### src/rtl/bcs_defs.svh
// offsets, field positions and timing counts of the command block sequencer
`ifndef BCS_DEFS_SVH
`define BCS_DEFS_SVH
// register byte offsets
`define BCS_REG_CTRL 8'h00
`define BCS_REG_STAT 8'h04
`define BCS_REG_CCB 8'h08
`define BCS_REG_PCR 8'h0c
`define BCS_REG_HPIE 8'h10
`define BCS_REG_SIE 8'h14
`define BCS_REG_FLAGS 8'h18
// control word bit positions
`define BCS_CW_MERR 15
`define BCS_CW_SKIP 14
`define BCS_CW_INTC 13
`define BCS_CW_POLL 12
`define BCS_CW_RETRY 11
`define BCS_CW_EOL 10
`define BCS_CW_RTRT 9
`define BCS_CW_MON 8
// block word offsets
`define BCS_BLK_CW 3'd1
`define BCS_BLK_CMD1 3'd2
`define BCS_BLK_CMD2 3'd3
`define BCS_BLK_DLP 3'd4
`define BCS_BLK_ST1 3'd5
`define BCS_BLK_ST2 3'd6
`define BCS_BLK_TAIL 3'd7
// status word busy and message error bits
`define BCS_SW_BUSY 3
`define BCS_SW_MERR 10
// timing
`define BCS_CLK_MHZ 125
`define BCS_TICK_NS 16000
`define BCS_GAP_NS 4000
`define BCS_TICK_CYC (`BCS_TICK_NS * `BCS_CLK_MHZ / 1000)
`define BCS_GAP_CYC (`BCS_GAP_NS * `BCS_CLK_MHZ / 1000)
`endif

### src/rtl/bcs_pkg.sv
// types of the command block sequencer
package bcs_pkg;
  typedef enum logic [3:0] {
    S_IDLE, S_RD_CW, S_RD_CMD1, S_RD_DLP, S_RD_CMD2, S_MSG, S_DATA, S_WR_ST, S_WR_CW, S_RD_TAIL, S_WAIT
  } bcs_state_t;
  typedef struct packed {
    logic req;
    logic we;
    logic [15:0] addr;
    logic [15:0] wdata;
  } bcs_mem_req_t;
  typedef struct packed {
    logic start;
    logic rtrt;
    logic bus_b;
    logic [15:0] cmd1;
    logic [15:0] cmd2;
  } bcs_msg_req_t;
  typedef struct packed {
    logic st_valid;
    logic st_sel;
    logic [15:0] status;
    logic dat_valid;
    logic [15:0] data;
    logic dat_req;
    logic done;
    logic timeout;
    logic bc_err;
  } bcs_msg_rsp_t;
endpackage

### src/rtl/bcs_sequencer.sv
// bus controller command block sequencer with ahb-lite registers
//
// Local design decisions: the register offsets and register access over AHB-Lite.
`include "bcs_defs.svh"
module bcs_sequencer import bcs_pkg::*; #(
  parameter int TICK_CYC = `BCS_TICK_CYC,
  parameter int GAP_CYC = `BCS_GAP_CYC
) (
  input wire logic hclk, // clock
  input wire logic hresetn, // async reset, active low
  input wire logic hsel, // slave select
  input wire logic [7:0] haddr, // byte address
  input wire logic [1:0] htrans, // transfer type
  input wire logic hwrite, // write
  input wire logic [2:0] hsize, // size, word only
  input wire logic [31:0] hwdata, // write data
  input wire logic hready, // bus ready
  output logic [31:0] hrdata, // read data
  output logic hreadyout, // slave ready
  output logic hresp, // always okay
  output bcs_mem_req_t mem_req, // memory request
  input wire logic mem_ack, // memory done
  input wire logic [15:0] mem_rdata, // memory read data
  output bcs_msg_req_t msg_req, // message start to bus engine
  input bcs_msg_rsp_t msg_rsp, // bus engine events
  output logic hp_irq, // high priority interrupt level
  output logic std_irq // standard interrupt level
);
  typedef struct packed {
    bcs_state_t st;
    logic run;
    logic [15:0] ccb;
    logic [15:0] pcr;
    logic hpie;
    logic [1:0] sie;
    logic [2:0] retry_max;
    logic retry_opp;
    logic [2:0] retry_cnt;
    logic bus_b;
    logic [15:0] cw;
    logic [15:0] cmd1;
    logic [15:0] cmd2;
    logic [15:0] dptr;
    logic [15:0] stat;
    logic st_sel;
    logic err;
    logic [7:0] dly;
    logic [15:0] tick;
    logic [15:0] gap;
    logic msg_end;
    logic done_seen;
    bcs_mem_req_t mem;
    bcs_msg_req_t msg;
    logic hp;
    logic std;
    logic poll_hit;
    logic aph;
    logic apw;
    logic [7:0] apa;
    logic [31:0] rd;
  } bcs_s_t;
  bcs_s_t q, d;

  // memory word address inside current block
  function automatic logic [15:0] blk(input logic [15:0] base, input logic [2:0] off);
    blk = base + {13'h0000, off};
  endfunction

  // retry condition of a received status word
  function automatic logic st_bad(input logic [15:0] s);
    st_bad = s[`BCS_SW_BUSY] | s[`BCS_SW_MERR];
  endfunction

  always_comb begin
    d = q;
    d.msg.start = 1'b0;
    d.mem.req = q.mem.req & ~mem_ack;
    // ahb data phase
    if (q.aph && q.apw) begin
      case (q.apa)
        `BCS_REG_CTRL: begin
          // more than four retries is clamped to four
          d.retry_max = hwdata[3:1] > 3'h4 ? 3'h4 : hwdata[3:1];
          d.retry_opp = hwdata[4];
          if (hwdata[0] && q.st == S_IDLE) begin
            d.run = 1'b1;
            d.st = S_RD_CW;
            d.err = 1'b0;
            d.retry_cnt = 3'h0;
            // end of list leaves these set; a new run must not inherit them
            d.msg_end = 1'b0;
            d.done_seen = 1'b0;
            d.bus_b = 1'b0;
          end
        end
        `BCS_REG_CCB: d.ccb = hwdata[15:0];
        `BCS_REG_PCR: d.pcr = hwdata[15:0];
        `BCS_REG_HPIE: d.hpie = hwdata[0];
        `BCS_REG_SIE: d.sie = hwdata[1:0];
        default: ;
      endcase
      // write-one clears of the flags
      if (q.apa == `BCS_REG_FLAGS) begin
        d.hp = q.hp & ~hwdata[0];
        d.std = q.std & ~hwdata[1];
        d.poll_hit = q.poll_hit & ~hwdata[2];
      end
    end
    d.aph = hsel & hready & htrans[1];
    d.apw = hwrite;
    d.apa = haddr;
    case (haddr)
      `BCS_REG_CTRL: d.rd = {27'h0, q.retry_opp, q.retry_max, 1'b0};
      `BCS_REG_STAT: d.rd = {27'h0, q.st == S_IDLE ? 1'b0 : 1'b1, 3'h0, q.run};
      `BCS_REG_CCB: d.rd = {16'h0, q.ccb};
      `BCS_REG_PCR: d.rd = {16'h0, q.pcr};
      `BCS_REG_HPIE: d.rd = {31'h0, q.hpie};
      `BCS_REG_SIE: d.rd = {30'h0, q.sie};
      `BCS_REG_FLAGS: d.rd = {29'h0, q.poll_hit, q.std, q.hp};
      default: d.rd = 32'h0;
    endcase
    // 16 us tick and delay countdown, minimum gap
    if (q.tick != 16'h0) d.tick = q.tick - 16'h1;
    else if (q.dly != 8'h0) begin
      d.dly = q.dly - 8'h1;
      d.tick = 16'(TICK_CYC - 1);
    end
    if (q.gap != 16'h0) d.gap = q.gap - 16'h1;
    // done may come while a status write is still pending, so keep it
    if (msg_rsp.done) d.done_seen = 1'b1;
    case (q.st)
      S_IDLE: ;
      S_RD_CW: begin
        if (!q.mem.req && !mem_ack) d.mem = '{req: 1'b1, we: 1'b0, addr: blk(q.ccb, `BCS_BLK_CW), wdata: 16'h0};
        if (mem_ack) begin
          d.cw = mem_rdata;
          d.st = S_RD_CMD1;
          if (mem_rdata[`BCS_CW_INTC] && q.sie[0] && q.retry_cnt == 3'h0) d.std = 1'b1;
        end
      end
      S_RD_CMD1: begin
        if (!q.mem.req && !mem_ack) d.mem = '{req: 1'b1, we: 1'b0, addr: blk(q.ccb, `BCS_BLK_CMD1), wdata: 16'h0};
        if (mem_ack) begin
          d.cmd1 = mem_rdata;
          d.st = S_RD_DLP;
        end
      end
      S_RD_DLP: begin
        if (!q.mem.req && !mem_ack) d.mem = '{req: 1'b1, we: 1'b0, addr: blk(q.ccb, `BCS_BLK_DLP), wdata: 16'h0};
        if (mem_ack) begin
          d.dptr = mem_rdata;
          d.st = q.cw[`BCS_CW_RTRT] ? S_RD_CMD2 : S_MSG;
        end
      end
      S_RD_CMD2: begin
        if (!q.mem.req && !mem_ack) d.mem = '{req: 1'b1, we: 1'b0, addr: blk(q.ccb, `BCS_BLK_CMD2), wdata: 16'h0};
        if (mem_ack) begin
          d.cmd2 = mem_rdata;
          d.st = S_MSG;
        end
      end
      S_MSG: begin
        // wait gap; then start and arm delay from message start
        if (q.gap == 16'h0 && !q.msg_end) begin
          d.msg_end = 1'b1;
          d.done_seen = 1'b0;
          if (q.retry_cnt == 3'h0) begin
            // zero field means no programmed delay; first tick is loaded here
            d.dly = q.cw[7:0] != 8'h0 ? q.cw[7:0] - 8'h1 : 8'h0;
            d.tick = q.cw[7:0] != 8'h0 ? 16'(TICK_CYC - 1) : 16'h0;
          end
          if (q.cw[`BCS_CW_SKIP]) d.st = S_WAIT;
          else begin
            d.msg = '{start: 1'b1, rtrt: q.cw[`BCS_CW_RTRT], bus_b: q.bus_b, cmd1: q.cmd1, cmd2: q.cmd2};
            d.st = S_DATA;
          end
        end
      end
      S_DATA: begin
        // data one word per transfer, incrementing address
        if (msg_rsp.dat_req && !q.mem.req) begin
          d.mem = '{req: 1'b1, we: 1'b0, addr: q.dptr, wdata: 16'h0};
          d.dptr = q.dptr + 16'h1;
        end
        if (msg_rsp.dat_valid && (!q.cw[`BCS_CW_RTRT] || q.cw[`BCS_CW_MON])) begin
          d.mem = '{req: 1'b1, we: 1'b1, addr: q.dptr, wdata: msg_rsp.data};
          d.dptr = q.dptr + 16'h1;
        end
        if (msg_rsp.st_valid) begin
          d.stat = msg_rsp.status;
          d.st_sel = msg_rsp.st_sel;
          d.st = S_WR_ST;
          // polling match of pattern and status
          if (q.cw[`BCS_CW_POLL] && (q.pcr & msg_rsp.status) != 16'h0) begin
            d.poll_hit = 1'b1;
            if (q.sie[1]) d.std = 1'b1;
          end
          if (st_bad(msg_rsp.status)) d.err = 1'b1;
        end
        if (msg_rsp.timeout || msg_rsp.bc_err) d.err = 1'b1;
        if ((msg_rsp.done || q.done_seen) && !msg_rsp.st_valid && !q.mem.req) begin
          d.done_seen = 1'b0;
          d.st = q.err ? S_WR_CW : S_RD_TAIL;
          d.gap = 16'(GAP_CYC);
        end
      end
      S_WR_ST: begin
        // status to sixth or seventh word
        if (!q.mem.req && !mem_ack) begin
          d.mem = '{req: 1'b1, we: 1'b1, addr: blk(q.ccb, q.st_sel ? `BCS_BLK_ST2 : `BCS_BLK_ST1), wdata: q.stat};
        end
        if (mem_ack) d.st = S_DATA;
      end
      S_WR_CW: begin
        // retry on same or opposite bus, up to the programmed count
        if (q.cw[`BCS_CW_RETRY] && q.retry_cnt < q.retry_max && q.retry_max != 3'h0) begin
          d.retry_cnt = q.retry_cnt + 3'h1;
          d.bus_b = q.retry_opp ? ~q.bus_b : q.bus_b;
          d.err = 1'b0;
          d.msg_end = 1'b0;
          d.st = S_RD_CW;
        end else begin
          // mark error in control word and move on
          if (!q.mem.req && !mem_ack) begin
            d.mem = '{req: 1'b1, we: 1'b1, addr: blk(q.ccb, `BCS_BLK_CW), wdata: q.cw | 16'h8000};
          end
          if (mem_ack) d.st = S_RD_TAIL;
        end
      end
      S_RD_TAIL: begin
        // end of list halts after the message
        if (q.cw[`BCS_CW_EOL]) begin
          d.run = 1'b0;
          d.st = S_IDLE;
          if (q.hpie) d.hp = 1'b1;
        end else begin
          if (!q.mem.req && !mem_ack) d.mem = '{req: 1'b1, we: 1'b0, addr: blk(q.ccb, `BCS_BLK_TAIL), wdata: 16'h0};
          if (mem_ack) begin
            // current block register takes next address
            d.ccb = mem_rdata;
            d.st = S_WAIT;
          end
        end
      end
      S_WAIT: begin
        // wait remaining delay; none left if message overran
        if (q.dly == 8'h0 && q.tick == 16'h0) begin
          if (q.cw[`BCS_CW_SKIP]) begin
            // skipped block: tail read or end of list comes after the delay
            d.st = S_RD_TAIL;
            d.cw[`BCS_CW_SKIP] = 1'b0;
          end else begin
            d.st = S_RD_CW;
          end
          d.retry_cnt = 3'h0;
          d.err = 1'b0;
          d.msg_end = 1'b0;
          d.bus_b = 1'b0;
        end
      end
      default: d.st = S_IDLE;
    endcase
  end

  // all state in one register
  always_ff @(posedge hclk or negedge hresetn) begin
    if (!hresetn) begin
      q <= '0;
    end else begin
      q <= d;
    end
  end

  // outputs straight from flops, hreadyout and hresp tied off; slave never waits
  assign hrdata = q.rd;
  assign hreadyout = 1'b1;
  assign hresp = 1'b0;
  assign mem_req = q.mem;
  assign msg_req = q.msg;
  assign hp_irq = q.hp;
  assign std_irq = q.std;

  a_no_head_access: assert property (@(posedge hclk) disable iff (!hresetn)
    q.mem.req && q.st != S_DATA |-> q.mem.addr != q.ccb) else $error("head pointer accessed");
  a_eol_halt: assert property (@(posedge hclk) disable iff (!hresetn)
    q.st == S_RD_TAIL && q.cw[`BCS_CW_EOL] |=> !q.run && q.st == S_IDLE) else $error("no halt at end of list");
  a_skip_no_msg: assert property (@(posedge hclk) disable iff (!hresetn)
    q.st == S_MSG && q.cw[`BCS_CW_SKIP] |=> !q.msg.start) else $error("message on skipped block");
  a_min_gap: assert property (@(posedge hclk) disable iff (!hresetn)
    $rose(q.msg.start) |-> $past(q.gap) == 16'h0) else $error("gap too short");
  a_poll_flag: assert property (@(posedge hclk) disable iff (!hresetn)
    q.st == S_DATA && msg_rsp.st_valid && q.cw[`BCS_CW_POLL] && (q.pcr & msg_rsp.status) != 16'h0
    |=> q.poll_hit) else $error("poll match lost");
  a_retry_bound: assert property (@(posedge hclk) disable iff (!hresetn)
    q.retry_cnt <= 3'h4) else $error("too many retries");
  // status lands in word six or seven
  a_status_slot: assert property (@(posedge hclk) disable iff (!hresetn)
    q.st == S_WR_ST && q.mem.req |-> q.mem.we && (q.mem.addr == q.ccb + 16'h5 || q.mem.addr == q.ccb + 16'h6))
    else $error("status misplaced");
  a_ccb_update: assert property (@(posedge hclk) disable iff (!hresetn)
    q.st == S_RD_TAIL && !q.cw[`BCS_CW_EOL] && mem_ack |=> q.ccb == $past(mem_rdata)) else $error("ccb stale");
endmodule

### config.mk
export PLATFORM = sky130hd
export DESIGN_NAME = bcs_sequencer
export DESIGN_NICKNAME = d
export VERILOG_FILES = /design/src/rtl/bcs_pkg.sv /design/src/rtl/bcs_sequencer.sv
export VERILOG_INCLUDE_DIRS = /design/src /design/src/rtl
export SDC_FILE = /design/constraint.sdc
export NUM_CORES = 1
export LEC_CHECK = 0
export BUFFER_PORTS_ARGS = -buffer_cell sky130_fd_sc_hd__buf_4
export CAP_MARGIN = 20
export CORE_ASPECT_RATIO = 0.6
export CORE_MARGIN = 2
export CORE_UTILIZATION = 40
export CTS_CLUSTER_DIAMETER = 100
export DETAILED_ROUTE_END_ITERATION = 8
export PLACE_DENSITY_LB_ADDON = 0.2
export SLEW_MARGIN = 15
export SYNTH_ARGS = -nofsm -noshare
export SYNTH_HDL_FRONTEND = slang
export SYNTH_SLANG_ARGS = --single-unit
### constraint.sdc
create_clock -name hclk -period 5.1 [get_ports hclk]
set_clock_uncertainty 0.15 [all_clocks]
set_input_delay 0.255 -clock hclk [delete_from_list [all_inputs] [get_ports hclk]]
set_output_delay 0.255 -clock hclk [all_outputs]
set_load 0.02 [all_outputs]
After elaboration in Yosys (flattened, before gate mapping)
Cells that the tools add are included.
{"block": "totals", "regBits": 285, "latchBits": 0, "mem_bits_rw": 0, "rom_bits": 0, "in_bits": 106, "out_inout_bits": 105, "elab_cells": 255, "memories": 0}
{"block": "classes", "n_addsub": 12, "multipliers": 0, "div_mod_pow": 0, "n_lt_le_gt_ge": 2, "eq_ne": 35, "shift": 0, "n_mux": 103, "bitwise": 14, "reduce_logical": 50}
{"op": "2-to-1 mux 34 bit", "count": 11}
{"op": "case mux 34 bit (8 select lines)", "count": 1}
{"op": "2-to-1 mux 16 bit", "count": 11}
{"op": "case mux 16 bit (7 select lines)", "count": 1}
{"op": "2-to-1 mux 35 bit", "count": 3}
{"op": "2-to-1 mux 24 bit", "count": 4}
{"op": "2-to-1 mux 4 bit", "count": 18}
{"op": "== test 8 x 5 -> 1 bit (second input constant)", "count": 6}
{"op": "2-to-1 mux 48 bit", "count": 1}
{"op": "nonzero test 16 bit", "count": 3}
{"op": "case mux 4 bit (11 select lines)", "count": 1}
{"op": "adder 16 x 1 -> 16 bit (second input constant)", "count": 2}
{"op": "adder 16 x 2 -> 16 bit (second input constant)", "count": 2}
{"op": "adder 16 x 3 -> 16 bit (second input constant)", "count": 2}
{"op": "== test 8 x 4 -> 1 bit (second input constant)", "count": 4}
{"op": "zero test 16 bit", "count": 2}
{"op": "case mux 16 bit (2 select lines)", "count": 1}
{"op": "subtractor 16 x 1 -> 16 bit (second input constant)", "count": 2}
{"op": "2-to-1 mux 1 bit", "count": 26}
{"op": "zero test 8 bit", "count": 3}
{"op": "2-to-1 mux 8 bit", "count": 3}
{"op": "inequality test 2 bit (second input constant)", "count": 12}
{"op": "nonzero test 8 bit", "count": 3}
{"op": "2-to-1 mux 17 bit", "count": 1}
{"op": "33 further kinds", "count": 93}

Logic depth before layout (Yosys ltp)
{"block": "logic_depth", "depth_word": 9, "ltp_mapped": 10, "ltp_nobuf": 9}

Least setup slack after synthesis
Ideal clock, no wire load.
{"block": "synth_timing", "path_kind": "reg2reg", "startpoint": "register q[122] (netlist bit)", "endpoint": "register q (netlist bit msg_req[10])", "setup_ps": 125, "t_arrival_ps": 2252, "required_time_ps": 4825, "slack_ps": 2573, "path_stages_with_launch": 7, "path_buffers": 1, "period_less_slack_ps": 2527, "cell_sequence": "dfrtp_1 nor4_2 nand2_2 or3_4 nor4_4 buf_6 mux2_2"}
{"block": "synth_via", "elab_chain_cells": 3}
{"element": "start: declaration", "line_no": "bcs_sequencer.sv:62", "text": "bcs_s_t q, d;"}
{"element": "start signal: assignment", "line_no": "bcs_sequencer.sv:268", "text": "q <= '0;"}
{"element": "start signal: assignment", "line_no": "bcs_sequencer.sv:270", "text": "q <= d;"}
{"element": "zero test 16 bit", "line_no": "bcs_sequencer.sv:164", "text": "if (q.gap == 16'h0 && !q.msg_end) begin"}
{"element": "logical AND 1 bit", "line_no": "bcs_sequencer.sv:164"}
{"element": "AND reduction 3 bit (no line)"}
No other way between the ends.
A chain may end at the register's enable or synchronous reset.

Worst setup path after layout
{"block": "layout_timing", "startpoint": "register q[285] (netlist bit)", "endpoint": "register q (netlist bit mem_req[24])"}
{"block": "layout_via", "elab_chain_cells": 3, "word_cells_on_any_way": 21, "cone_classes": "18 x eq/ne; 1 x mux; 2 x reduce/logical"}
{"element": "== test 4 x 1 -> 1 bit, or another cell as far along", "line_no": "bcs_sequencer.sv:131", "text": "case (q.st)"}
{"element": "nonzero test 8 bit (no line), or another cell as far along"}
{"element": "AND reduction 11 bit (no line)"}
Parallel ways exist; a longest one is shown, timed or not.

==> metrics.md <==
| Metric | Value |
|---|---|
| CTS H-tree lvls | 1 |
| Detail Route Antenna Nets | 0 |
| Simple-gate portion of the synthesized area | 0.156 |
| Util after Layout | 0.484 |
| Grt ovf | 0 |
| Reg2reg start | q[285]$_DFF_PN0_ |
| Worst-margin pin slew | 1150 ps |
| Vias in the first global route | 11700 |
| Setup TNS | 0 ps |
| Critical Path RT | 5400 ps |
| Post-CTS sizing | 0 |
| # IOs | 211 |
| PD cells | 446 nW/µm² |
| Met1 wire length | 23.7 mm |
| Cells after Synth | 1473 |
| Setup bufs post-CTS | 0 |
| Die area | 38500 µm² |
| YS warnings | 0 |
| VDD IR max | 0.000241 V |
| Core Box Area | 36300 µm² |
| Layout cells sized above 1 | 0.233 |
| Leading area contributor after synthesis | dfrtp_1 |
| Final GP Congestion | 0.961 |
| RR Endpoint | mem_req[24]$_DFFE_PN0P_ |
| Clock-pin slew of the registers on the worst-case setup and hold paths | 60 ps |
| Met2 WL | 20.1 mm |
| CTS root buf | clkbuf_16 |
| Area grow syn2layout | 19.2% |
| Netlist Area Pre-Place | 14800 µm² |
| Drc violations | 0 |
| RSZ-0062 raised after global routing | no |
| Finish-stage setup viols | 0 |
| Peak Freq | 283 MHz |
| Xor and xnor area share after synthesis | 0.0279 |
| Die width | 252 µm |
| CTS max path bufs | 3 |
| Slack of the critical path | 1570 ps |
| Clk sinks | 269 |
| Worst Setup Start Kind | register |
| Num rows | 54 |
| CTS buffer count | 28 |
| Post-synth ARST share | 1.00 |
| Most common library cells after synthesis | dfrtp_1 (269), nand2_1 (162), mux2_2 (118), buf_4 (104), nor2_1 (100) |
| Largest net degree at the start of global routing | 116 |
| Buffers on Ports | 172 |
| Die height | 153 µm |
| CTS tree | done |
| Status | finished clean |
| R2R depth | 7 |
| Fraction of synthesized area in multiplexers | 0.106 |
| Post-synthesis compound-gate area fraction | 0.152 |
| Number of synthesized register bits | 269 |
| Critical Path Sink Type | register |
| Final min period | 3530 ps |
| Synth cell types | 89 |
| Hold WC Path Type | in2async |
| Per-cell routed wire length | 23.2 µm |
| Final period util | 0.693 |
| Vias per cell | 5.86 |
| DR pass1 iterations | 7 |
| Most common cell in the netlist | dfrtp_1 |
| Number of max-cap violations | 0 |
| Overall routing resource usage | 0.251 |
| Number of flops mapped to enable cells by yosys | 0 |
| CP Max Fanout | 27 |
| Met3 WL | 4.55 mm |
| Synth Area in Adders | 0.0192 |
| Max Slew Vio Count | 0 |
| Largest family of logic cells by synthesized area | simple AND/OR/NAND/NOR gates |
| Post-Syn Area per Cell | 10.0 µm² |
| Top FF cell, synth | dfrtp_1 |
| Final net count | 1748 |
| Hpwl dp | 35.2 mm |
| Critical path arrival | 3840 ps |
| Post-synthesis sequential area ratio | 0.456 |
| Final wirelength | 49.1 mm |
| Yosys top cell area share | 0.456 |
| Drt first-iter violations | 1471 |
| Relative slew slack | 0.235 |
| Initial Util | 0.406 |
| Initial antenna violation count | 2 |
| Uppermost layer routed | met4 |
| Most area-consuming cells after synthesis | dfrtp_1 (46%), mux2_2 (9.0%), buf_4 (5.3%) |
| Lkg Pwr | 0.00784 µW |
| DR vias | 12400 |
| First-pass GRT wire length | 73.8 mm |
| Worst reg-to-reg setup slack | 1570 ps |
| CP Class | reg2reg |
| Fin. Hold Viols | 0 |
| Place WS | 1640 ps |
| Clk_lat worst skew | 580 ps |
-- cell type report --
cell class / instances / area [µm²]
inverters: 27 / 101
repair buffers: 282 / 2350
fillers: 3314 / 18800
diodes: 1 / 2.50
clock inverters: 7 / 119
multi-input cells: 1012 / 6880
well taps: 476 / 596
flip-flops and latches: 269 / 6730
clock buffers: 39 / 812
-- worst max path at each step --
stage	from	to	slack, ps	cells after the start
floorplan	q[122]$_DFF_PN0_	msg_req[10]$_DFFE_PN0P_	2570	6
global placement	q[148]$_DFF_PN0_	q[238]$_DFFE_PN0P_	1840	8
detailed placement	q[285]$_DFF_PN0_	mem_req[24]$_DFFE_PN0P_	1640	7
CTS	q[285]$_DFF_PN0_	mem_req[24]$_DFFE_PN0P_	1710	7
global route	q[285]$_DFF_PN0_	mem_req[24]$_DFFE_PN0P_	1330	7
finish	q[285]$_DFF_PN0_	mem_req[24]$_DFFE_PN0P_	1570	7
-- worst max-delay path, stage by stage, from the launching register on --
cell	delay, ps
dfrtp_1	930
nand2b_1	330
nor3_1	430
o21ai_1	130
buf_4	230
nand2_1	570
a221oi_1	260
o311ai_0	390
-- through the flow --
| step | power, µW | area (µm²) | hold slack, ps | std cells |
|---|---|---|---|---|
| after floorplan | 4820 | 14800 | -191 | 1489 |
| after global placement | 5590 | 15800 | 194 | 1980 |
| after detailed placement | 5650 | 15800 | 203 | 1981 |
| after CTS | 7820 | 17600 | 168 | 2110 |
| after global routing | 8250 | 17600 | 174 | 2112 |
| final | 7840 | 17600 | 123 | 2113 |
-- repair_timing --
item / 4_1_cts / 5_1_grt
hold buffers: 83 / 0
endpoints found under the setup margin: 0 / 0
hold endpoints to repair: 256 / 0
-- per-layer routing --
metal / vias up / GRT usage
met4: 0 / 0.0468
met3: 54 / 0.0571
li1: 5538 / -
met1: 6209 / 0.401
met2: 578 / 0.343
met5: - / 0
-- kinds of logic (layout without fill, tap and decap cells) --
| family | after synthesis | in the layout |
|---|---|---|
| muxes | 141 | 141 |
| adders and majority gates | 22 | 22 |
| buffers and inverters | 208 | 355 |
| DFF | 269 | 269 |
| AOI/OAI and AO/OA | 330 | 330 |
| and+or+nand+nor | 454 | 454 |
| other | 2 | 19 |
| xor gates and xnor gates | 47 | 47 |
-- report_power, final --
group / total, µW / internal [µW] / leakage, µW / switching [µW]
Sequential: 3370 / 2670 / 0.00344 / 700
Combinational: 2360 / 1050 / 0.00394 / 1310
Clock: 2100 / 1210 / 0.000454 / 893
-- flip-flops by register name, summed over array words and instances (netlist names) --
name,flops
hp_irq,1
hrdata,16
mem_req,34
msg_req,35
q,182
std_irq,1
-- placed cells by master (no fill, tap or decap), types with 14 or more instances in the layout --
| cell | instances |
|---|---|
| dfrtp_1 | 269 |
| dlygate4sd3_1 | 83 |
| nand4_1 | 14 |
| buf_4 | 195 |
| a21oi_1 | 71 |
| conb_1 | 18 |
| clkbuf_16 | 28 |
| a222oi_1 | 23 |
| or3_1 | 15 |
| mux2_2 | 118 |
| mux2i_1 | 22 |
| inv_1 | 27 |
| o22ai_1 | 17 |
| nor2_1 | 99 |
| ha_1 | 21 |
| nor3_1 | 33 |
| nand2_1 | 162 |
| nand3_1 | 26 |
| xnor2_1 | 24 |
| o21ai_0 | 73 |
| xor2_1 | 23 |
| a22o_1 | 16 |
(Power assumes the default switching activity.)
